### config.mk
export PLATFORM = sky130hd
export DESIGN_NAME = ipv_ctrl
export DESIGN_NICKNAME = d
export VERILOG_FILES = /design/src/shared/ipv_pkg.sv /design/src/ipv_resolve.sv /design/src/ipv_ctrl.sv
export SDC_FILE = /design/constraint.sdc
export NUM_CORES = 1
export LEC_CHECK = 0
export BUFFER_PORTS_ARGS = -buffer_cell sky130_fd_sc_hd__buf_2
export CORE_MARGIN = 2
export CORE_UTILIZATION = 30
export DETAILED_ROUTE_END_ITERATION = 10
export MAX_ROUTING_LAYER = met4
export PLACE_DENSITY = 0.5
export SYNTH_ARGS = -nofsm -noshare
export SYNTH_HDL_FRONTEND = slang
export SYNTH_HIERARCHICAL = 1
export SYNTH_SLANG_ARGS = --single-unit
### constraint.sdc
create_clock -name MCLK -period 97.6 [get_ports MCLK]
set_clock_uncertainty 0.15 [all_clocks]
set_input_delay 19.52 -clock MCLK [delete_from_list [all_inputs] [get_ports MCLK]]
set_output_delay 19.52 -clock MCLK [all_outputs]
set_load 0.01 [all_outputs]
### src/shared/ipv_pkg.sv
// shared constants and types for interrupt priority resolution and vectoring
// assumes one 10 MHz clock and a core that fetches vector entries on request
package ipv_pkg;
    localparam int NSRC = 16;
    localparam int NFLD = 8;
    localparam int FLD_W = 3;
    localparam int IDX_W = 4;
    localparam int LVL_W = 4;
    localparam int ADDR_W = 32;
    localparam logic [LVL_W-1:0] PRIO_RESET = 4'h0;
    localparam logic [7:0] VEC_NUM_BASE = 8'h40;
    localparam int VEC_SHIFT = 2;

    typedef enum logic [3:0] {
        IPV_OP_OTHER,
        IPV_OP_JMP,
        IPV_OP_JSR,
        IPV_OP_BRA,
        IPV_OP_BSR,
        IPV_OP_RTS,
        IPV_OP_RTE,
        IPV_OP_BF_S,
        IPV_OP_BT_S,
        IPV_OP_BSRF,
        IPV_OP_BRAF
    } ipv_op_t;

    typedef struct packed {
        logic addr_err;
        logic fpu_exc;
        logic bank_ovf;
    } ipv_exc_t;

    typedef struct packed {
        logic [7:0]       vec_num;
        logic [IDX_W-1:0] idx;
        logic [LVL_W-1:0] lvl;
    } ipv_vec_t;

    // sources 0..3 own a field each; 4..15 share fields 4..7 in groups of three
    function automatic logic [FLD_W-1:0] ipv_field_of(input logic [IDX_W-1:0] idx);
        if (idx < 4'h4) begin
            ipv_field_of = idx[FLD_W-1:0];
        end else begin
            ipv_field_of = FLD_W'(3'h4 + FLD_W'((idx - 4'h4) / 4'h3));
        end
    endfunction

    function automatic logic ipv_is_delayed(input ipv_op_t op);
        ipv_is_delayed = (op != IPV_OP_OTHER);
    endfunction

    function automatic logic [ADDR_W-1:0] ipv_vec_addr(input logic [ADDR_W-1:0] base,
                                                       input logic [7:0] vnum);
        ipv_vec_addr = base + (ADDR_W'(vnum) << VEC_SHIFT);
    endfunction
endpackage

### src/ipv_resolve.sv
// combinational pick of the highest pending level above the core mask
// assumes levels arrive already mapped from the shared priority fields
module ipv_resolve (
    input  wire logic [ipv_pkg::NSRC-1:0]                     req,
    input  wire logic [ipv_pkg::NSRC-1:0][ipv_pkg::LVL_W-1:0] lvl,
    input  wire logic [ipv_pkg::LVL_W-1:0]                    mask,
    output logic                                              hit,
    output logic [ipv_pkg::IDX_W-1:0]                         idx,
    output logic [ipv_pkg::LVL_W-1:0]                         best
);
    import ipv_pkg::*;

    always_comb begin
        hit  = 1'b0;
        idx  = '0;
        best = mask;
        // strict compare keeps the lower index on ties, so the fixed order needs no table
        for (int i = 0; i < NSRC; i++) begin
            if (req[i] && (lvl[i] > best)) begin
                hit  = 1'b1;
                idx  = IDX_W'(i);
                best = lvl[i];
            end
        end
    end
endmodule

### src/ipv_ctrl.sv
// interrupt priority resolution, vector fetch and delay-slot deferral
// assumes sources hold their request until serviced and the core answers fetches
//
// Summary of operation
// - each source gets own vector and address
// - handler address fetched from computed table entry
// - priority fields programmable from zero to fifteen
// - shared field ordered by fixed source order
// - power-on reset clears every priority to zero
// - equal levels resolved by fixed default order
// - events after delayed branch held, taken later
// - deferral covers every delayed branch instruction
module ipv_ctrl (
    input  wire logic                                 MCLK,
    input  wire logic                                 RST_N,
    input  wire logic [ipv_pkg::NSRC-1:0]             SRC_REQ,
    input  wire logic                                 PRIO_WE,
    input  wire logic [ipv_pkg::FLD_W-1:0]            PRIO_SEL,
    input  wire logic [ipv_pkg::LVL_W-1:0]            PRIO_DATA,
    output logic      [ipv_pkg::LVL_W-1:0]            PRIO_RDATA,
    input  wire logic [ipv_pkg::LVL_W-1:0]            CPU_MASK,
    input  wire logic [ipv_pkg::ADDR_W-1:0]           VEC_TABLE_BASE,
    input  wire logic                                 DEC_VALID,
    input  wire ipv_pkg::ipv_op_t                     DEC_OP,
    input  wire ipv_pkg::ipv_exc_t                    EXC_RAISE,
    output ipv_pkg::ipv_exc_t                         EXC_TAKE,
    output logic                                      FETCH_REQ,
    output logic      [ipv_pkg::ADDR_W-1:0]           FETCH_ADDR,
    input  wire logic                                 FETCH_ACK,
    input  wire logic [ipv_pkg::ADDR_W-1:0]           FETCH_DATA,
    output logic                                      INT_VALID,
    output ipv_pkg::ipv_vec_t                         INT_INFO,
    output logic      [ipv_pkg::ADDR_W-1:0]           INT_HANDLER
);
    import ipv_pkg::*;

    typedef enum logic [1:0] {S_IDLE, S_FETCH, S_DONE} ipv_state_t;

    logic [LVL_W-1:0]            fld_ff   [NFLD];
    logic [LVL_W-1:0]            nxt_fld  [NFLD];
    logic [NSRC-1:0][LVL_W-1:0]  src_lvl;
    logic                        slot_ff;
    logic                        nxt_slot;
    ipv_exc_t                    pend_ff;
    ipv_exc_t                    nxt_pend;
    ipv_exc_t                    pend_all;
    ipv_exc_t                    take_ff;
    ipv_exc_t                    nxt_take;
    ipv_state_t                  state_ff;
    ipv_state_t                  nxt_state;
    ipv_vec_t                    vec_ff;
    ipv_vec_t                    nxt_vec;
    logic [ADDR_W-1:0]           handler_ff;
    logic [ADDR_W-1:0]           nxt_handler;
    logic [ADDR_W-1:0]           faddr_ff;
    logic [ADDR_W-1:0]           nxt_faddr;
    logic [LVL_W-1:0]            rdata_ff;
    logic                        accept;
    logic                        res_hit;
    logic [IDX_W-1:0]            res_idx;
    logic [LVL_W-1:0]            res_lvl;

    // priority fields; a write lands one cycle later
    always_comb begin
        for (int f = 0; f < NFLD; f++) begin
            nxt_fld[f] = fld_ff[f];
        end
        if (PRIO_WE) begin
            nxt_fld[PRIO_SEL] = PRIO_DATA;
        end
    end

    always_ff @(posedge MCLK) begin
        if (!RST_N) begin
            for (int f = 0; f < NFLD; f++) begin
                fld_ff[f] <= PRIO_RESET;
            end
            rdata_ff <= PRIO_RESET;
        end else begin
            for (int f = 0; f < NFLD; f++) begin
                fld_ff[f] <= nxt_fld[f];
            end
            rdata_ff <= fld_ff[PRIO_SEL];
        end
    end

    always_comb begin
        for (int i = 0; i < NSRC; i++) begin
            src_lvl[i] = fld_ff[ipv_field_of(IDX_W'(i))];
        end
    end

    ipv_resolve u_resolve (
        .req  (SRC_REQ),
        .lvl  (src_lvl),
        .mask (CPU_MASK),
        .hit  (res_hit),
        .idx  (res_idx),
        .best (res_lvl)
    );

    // the slot after a delayed branch cannot take anything
    assign accept   = DEC_VALID && !slot_ff;
    assign pend_all = pend_ff | EXC_RAISE;

    always_comb begin
        nxt_slot = slot_ff;
        if (DEC_VALID) begin
            nxt_slot = ipv_is_delayed(DEC_OP);
        end
        // a raise in the take cycle is taken with it, so nothing is lost
        nxt_pend = accept ? '0 : pend_all;
        nxt_take = accept ? pend_all : '0;
    end

    always_ff @(posedge MCLK) begin
        if (!RST_N) begin
            slot_ff <= 1'b0;
            pend_ff <= '0;
            take_ff <= '0;
        end else begin
            slot_ff <= nxt_slot;
            pend_ff <= nxt_pend;
            take_ff <= nxt_take;
        end
    end

    // interrupts yield to pending exceptions and wait for the next accepting decode
    always_comb begin
        nxt_state   = state_ff;
        nxt_vec     = vec_ff;
        nxt_handler = handler_ff;
        nxt_faddr   = faddr_ff;
        case (state_ff)
            S_IDLE: begin
                if (accept && (pend_all == '0) && res_hit) begin
                    nxt_vec.idx     = res_idx;
                    nxt_vec.lvl     = res_lvl;
                    nxt_vec.vec_num = VEC_NUM_BASE + 8'(res_idx);
                    nxt_faddr = ipv_vec_addr(VEC_TABLE_BASE, nxt_vec.vec_num);
                    nxt_state = S_FETCH;
                end
            end
            S_FETCH: begin
                if (FETCH_ACK) begin
                    nxt_handler = FETCH_DATA;
                    nxt_state   = S_DONE;
                end
            end
            S_DONE: begin
                nxt_state = S_IDLE;
            end
            default: begin
                nxt_state = S_IDLE;
            end
        endcase
    end

    always_ff @(posedge MCLK) begin
        if (!RST_N) begin
            state_ff   <= S_IDLE;
            vec_ff     <= '0;
            handler_ff <= '0;
            faddr_ff   <= '0;
        end else begin
            state_ff   <= nxt_state;
            vec_ff     <= nxt_vec;
            handler_ff <= nxt_handler;
            faddr_ff   <= nxt_faddr;
        end
    end

    assign FETCH_REQ   = (state_ff == S_FETCH);
    assign FETCH_ADDR  = faddr_ff;
    assign INT_VALID   = (state_ff == S_DONE);
    assign INT_INFO    = vec_ff;
    assign INT_HANDLER = handler_ff;
    assign EXC_TAKE    = take_ff;
    assign PRIO_RDATA  = rdata_ff;
endmodule

== Word-level counts from Yosys, hierarchy flattened ==
Memories as Yosys holds them, arrays and structs flattened. A register that Yosys moved wholly into a read port is not among the register bits.
Cells that the tools add are included.
Word-level totals
  bits in read-only memories: 0
  bits in latches: 0
  memories kept: 1
  word-level logic and storage cells: 143
  register bits after elaboration: 89
  RAM bits: 32
  input bits: 103
  output and inout port bits: 89
Cells by class
  magnitude comparators: 18
  eq/ne operators: 4
  reduce and logical (&&, ||, !) cells: 30
  bitwise gates (word level): 11
  muxes and demuxes: 64
  $mul: 0
  div/mod/pow operators: 0
  shift operators: 0
  add/sub/neg operators: 2
Memories
  fld_ff: words 8, bits a word 4, rd ports 9, clocked after Yosys merged registers in 1, write ports 8, RTL line ipv_ctrl.sv:39  | logic [LVL_W-1:0] fld_ff [NFLD];
Operators with widths (count)
  $mux W4: 33
  $gt A4 B4 Y1: 16
  $add A32 B10 Y32: 1
  $bwmux W32: 1
  $mux W32: 1
  $logic_and A1 B1 Y1: 20
  $mux W1: 19
  $demux W4 S3: 1
  $mux W3: 4
  $add A7 B4 Y8 const A: 1
  $mux W2: 4
  $or A1 B1 Y1: 8
  $reduce_and A2 Y1: 4
  $ge A4 B4 Y1 const B: 1
  $lt A4 B1 Y1 const B: 1
  $not A3 Y4: 1
  $pmux W2 S2: 1
  $reduce_bool A4 Y1: 1
  $logic_not A3 Y1: 1
  $or A3 B3 Y3: 1
  $eq A2 B1 Y1 const B: 1
  $eq A2 B2 Y1 const B: 1
  $logic_not A1 Y1: 2
  $logic_not A2 Y1: 1
  other kinds (4): 4

== Logic depth before layout (Yosys ltp) ==
An unclocked memory read counts as a cell.
  depth in word-level cells: 52
  depth in mapped cells: 141
  gate-level depth less buffers: 137

== By module ==
Netlist, hierarchy kept.
Modules (own cells, without submodules)
  ipv_ctrl: area each 5181.2 um2, cells each 595, sequential area each 2362.3 um2, instances 1
  ipv_resolve: area each 3609.7 um2, cells each 514, sequential area each 0.0 um2, instances 1

== Worst setup path after synthesis ==
Ideal clock, no wire load.
  path kind: input to register
  start: input port CPU_MASK[1] (netlist name)
  end: register faddr_ff[28] (netlist: FETCH_ADDR[28])
  library setup time: 0.091 ns
  buffers on the path: 6
  stages on the path: 125
  required time: 97.359 ns
  path slack: 53.526 ns
  arrival time: 43.833 ns
  path through: inv_1 ha_1 nor2b_4 o211ai_2 a21oi_1 nor2_1 a21oi_1 ha_1 nand2_1 or4_1 a22oi_2 a41oi_4 mux2i_1 inv_1 ha_1 nand3_1 or3_1 buf_6 [89 not listed] a21oi_1 o21ai_0 a211oi_2 nor4_2 or2_1 ha_1 o21a_1 o21a_1 o211ai_1 inv_1 nor3_1 nand2_1 ha_1 o211ai_2 a21oi_4 o21ai_1 or4_1 a311oi_1
On the way
  longest elaborated chain between the ends: 50
  elaborated cells between the ends (all ways): 82
  those cells by class: 2 x add/sub; 16 x order compare; 46 x mux; 18 x reduce/logical
Ends and longest elaborated chain
  start, declared: RTL line ipv_ctrl.sv:21  | input wire logic [ipv_pkg::LVL_W-1:0] CPU_MASK,
  $gt A4 B4 Y1: RTL line ipv_resolve.sv:19  | if (req[i] && (lvl[i] > best)) begin
  $logic_and A1 B1 Y1: RTL line ipv_resolve.sv:19
  $mux W4 *: RTL line ipv_resolve.sv:19
  $gt A4 B4 Y1: RTL line ipv_resolve.sv:19
  $logic_and A1 B1 Y1: RTL line ipv_resolve.sv:19
  $mux W4 *: RTL line ipv_resolve.sv:19
  $gt A4 B4 Y1: RTL line ipv_resolve.sv:19
  $logic_and A1 B1 Y1: RTL line ipv_resolve.sv:19
  [35 not listed]
  $logic_and A1 B1 Y1: RTL line ipv_resolve.sv:19
  $mux W4: RTL line ipv_resolve.sv:19
  $gt A4 B4 Y1: RTL line ipv_resolve.sv:19
  $logic_and A1 B1 Y1: RTL line ipv_resolve.sv:19
  $mux W4 *: RTL line ipv_resolve.sv:19
  named net res_idx[3]: RTL line ipv_ctrl.sv:60  | logic [IDX_W-1:0] res_idx;
  $add A7 B4 Y8 *: RTL line ipv_ctrl.sv:139  | nxt_vec.vec_num = VEC_NUM_BASE + 8'(res_idx);
  $add A32 B10 Y32 *: RTL line ipv_pkg.sv:55  | ipv_vec_addr = base + (ADDR_W'(vnum) << VEC_SHIFT);
  end signal, assigned: RTL line ipv_ctrl.sv:169  | faddr_ff <= nxt_faddr;
  end, declared: RTL line ipv_ctrl.sv:55  | logic [ADDR_W-1:0] faddr_ff;
Mark *: on every way through the listed nets, which the timed path passes. The rest lies on a longest branch.
A chain may end at the register's enable or synchronous reset.

== Worst setup path in the final report ==
Ends and elaborated chain as after synthesis.

==> results.py <==
metrics = {
    "logic_synthesis": {
        "synth_common_cells": "nand2_1 (152), dfxtp_1 (118), nor2_1 (97)",
        "ys_ff_latch": 118,
        "ys_seq_area_share_pct": 26.9,
        "synth_ff_type": "dfxtp_1",
        "yosys-top-cells-area": "dfxtp_1 (27%), ha_1 (7.5%), nand2_1 (6.5%), mux2i_1 (5.6%), a21oi_1 (4.6%)",
        "synthesis.instances": 1109,
        "post-synth-top-count-cell": "nand2_1",
        "ys_types": 100,
        "ys.warnings.count": 6,
        "synthArstFlopShare_pct": 0,
        "netlist_area_um2": 8790,
        "synth.avg_cell_area_um2": 7.93,
        "synth_top_area_cell": "dfxtp_1",
        "synth_edf_count": 0,
        "synth_top_area_share_pct": 26.9,
    },
    "drt": {
        "vias": 8672,
        "dr.pass1.iters": 7,
        "drt-vias-per-instance": 5.23,
        "drtAntennaViolNets": 0,
        "drt_iter0_markers": 598,
        "drt-wirelength-per-cell_um": 16.2,
        "wl_mm": 26.8,
        "route.detailed.drc": 0,
    },
    "power": {
        "p_clk_share_pct": 33.2,
        "switching_share_pct": 36.3,
        "pwr-share-comb_pct": 37.7,
        "pwr-share-seq_pct": 29.1,
        "p_per_area_nw_per_um2": 16.6,
        "p_sw_uw": 62.9,
        "peakVddDrop_mv": 0.0127,
        "fin_total_pwr_uw": 173,
        "internal-power_uw": 111,
        "p_leak_nw": 4.49,
    },
    "sta": {
        "setup_slack_ns": 50.15,
        "drv_slew": 0,
        "setup_viol": 0,
        "worst_pin_slew_ns": 1.20,
        "rsz0062_at_grt": "false",
        "finalSetupTns_ns": 0,
        "slew_headroom_pct": 19.6,
        "finalCriticalPeriod_ns": 47.45,
        "fmax_mhz": 21.1,
        "min_period_over_period_pct": 48.6,
        "hold_viol": 0,
    },
    "clocking": {
        "clock_path_buffers": 2,
        "postCtsSetupBuffers": 0,
        "cts_tree": "yes",
        "cts-resized-gates": 0,
        "clkTransAtPathRegs_ns": 0.06,
        "cts.htree.levels": 4,
        "ctsRootBufferMaster": "clkbuf_16",
        "insertion_delay_ns": 0.41,
        "cts_hold_buf": 0,
        "clock-sinks": 118,
        "numCtsBuffers": 17,
    },
    "layout": {
        "drive_above_1_share_pct": 22.8,
        "regArea_um2": 2360,
        "nFillCells": 3062,
        "final_area_um2": 10500,
        "multi_input_area_um2": 5880,
        "stdcell_count": 1659,
        "synthToLayoutAreaGrowth_pct": 19.0,
        "nNetsFinal": 1419,
    },
    "worst_setup_path": {
        "endpoint_kind": "register",
        "cp_common_cell": "ha_1",
        "crit_type": "in2reg",
        "cp_top_family": "compound AO/OA/AOI/OAI gates",
        "cp_data_required_time_ns": 97.77,
        "cp-startpoint": "CPU_MASK[1]",
        "timing.rr.start": "fld_ff[0][2]$_SDFFE_PN0P_",
        "cp_max_fo": 11,
        "path_buf_inv": 11,
        "ff2ff_setup_slack_ns": 69.01,
        "crit_arrival_ns": 47.63,
        "crit_slowest_cell": "or4_1",
        "startpoint_type": "input port",
        "slowest_delay_ns": 0.58,
    },
    "placed_design": {
        "hpwl_mm": 20.4,
        "dp_cells": 1627,
        "place_ws_ns": 50.18,
        "port_buffers": 188,
        "gp_congestion": 0.859,
        "post_dp_cell_area_um2": 9920,
    },
    "global_route": {
        "grtUsageTotal_pct": 17.5,
        "antenna_found_initial": 1,
        "grt_pass1_vias": 8058,
        "grt_overflow_total": 0,
        "grt_pass1_wl_mm": 42.8,
        "grt_max_degree": 65,
    },
    "hold_path": {
        "min-delay-start": "FETCH_ADDR[4]$_SDFFE_PN0P_",
        "hp-class": "reg2reg",
    },
    "die": {
        "die_area_um2": 30700,
        "initial_core_util_pct": 30.5,
        "dieHeight_um": 175,
        "chipWidth_um": 175,
        "core_area_um2": 28800,
        "rows": 62,
        "io-pin-count": 192,
    },
    "job": {
        "maxCapViolations": 0,
    },
    "status": {
        "status": "finished clean",
    },
}
-- area by class of cell --
cell class / count / area share [%]
clock buffer: 18 / 4.10
inverter: 65 / 2.33
clock inverter: 13 / 1.04
tap: 384 / 4.59
sequential: 118 / 22.6
timing repair buffer: 190 / 9.14
antenna: 1 / 0.0239
multi-input combinational: 870 / 56.2
-- cells in the final DEF (no fill, tap or decap), drive strengths merged, types with 5 or more instances in the layout --
master	netlist	routed
a211oi	16	16
a21o	15	15
a21oi	87	87
a311oi	10	10
a31o	6	6
a31oi	20	20
and2	13	13
and3	8	8
and4	9	9
buf	14	190
clkbuf	44	18
clkinv	0	8
dfxtp	118	118
ha	53	53
inv	65	66
mux2	15	15
mux2i	49	49
mux4	7	7
nand2	153	153
nand2b	10	10
nand3	34	34
nand4	26	26
nand4b	5	5
nor2	97	97
nor2b	12	12
nor3	22	22
nor3b	6	6
nor4	7	7
o2111ai	5	5
o211ai	16	16
o21a	11	11
o21ai	49	49
o31ai	14	14
or3	13	13
xnor2	6	6
xor2	10	10
-- per-stage QoR --
stage / util, % / hold WS [ns]
detailed placement: 34.5 / 0.290
global placement: 34.5 / 0.289
global route: 36.3 / 0.319
CTS: 36.3 / 0.297
finish: 36.3 / 0.297
floorplan: - / 0.305
-- final timing paths --
| kind | depth (start not counted) | end |
|---|---|---|
| max reg2reg | 122 | FETCH_ADDR[28]$_SDFFE_PN0P_ |
| max | 124 | FETCH_ADDR[28]$_SDFFE_PN0P_ |
| min reg2reg | 2 | FETCH_ADDR[4]$_SDFFE_PN0P_ |
| min | 2 | FETCH_ADDR[4]$_SDFFE_PN0P_ |
-- layer usage --
| layer | track usage, % | part of all wire, % | wire [µm] |
|---|---|---|---|
| met2 | 28.0 | 46 | 12500 |
| met3 | 2.68 | 4.2 | 1120 |
| met4 | 4.58 | 1.4 | 364 |
| met5 | - | 0 | 0 |
| met1 | 23.1 | 48 | 12900 |
-- power by group through the flow --
stage	logic, mW	registers, mW	clock network (mW)
after floorplan	0.0490	0.0514	0
after global placement	0.0647	0.0515	0
after detailed placement	0.0649	0.0515	0
after CTS	0.0653	0.0504	0.0587
after global routing	0.0740	0.0506	0.0606
final	0.0653	0.0504	0.0576
-- sequential cells by signal, indices dropped and copies added (netlist names) --
register	flops
fld_ff	32
INT_INFO	9
FETCH_ADDR	32
state_ff	2
EXC_TAKE	3
INT_HANDLER	32
pend_ff	3
slot_ff	1
PRIO_RDATA	4
-- tightest hold or removal path, stage by stage (launching register included) --
cell     delay, ns
dfxtp_1       0.30
nand2_1       0.05
a21oi_1       0.05
-- cell families after synthesis --
kind of cell | synth area share (%)
muxes | 9.29
and+or+nand+nor | 23.9
DFF | 26.9
AOI/OAI and AO/OA | 24.0
buffers and inverters | 6.39
other | 0.0427
adders and majority gates | 7.89
xor gates and xnor gates | 1.59
No activity file was read; power rests on OpenSTA's default activity.
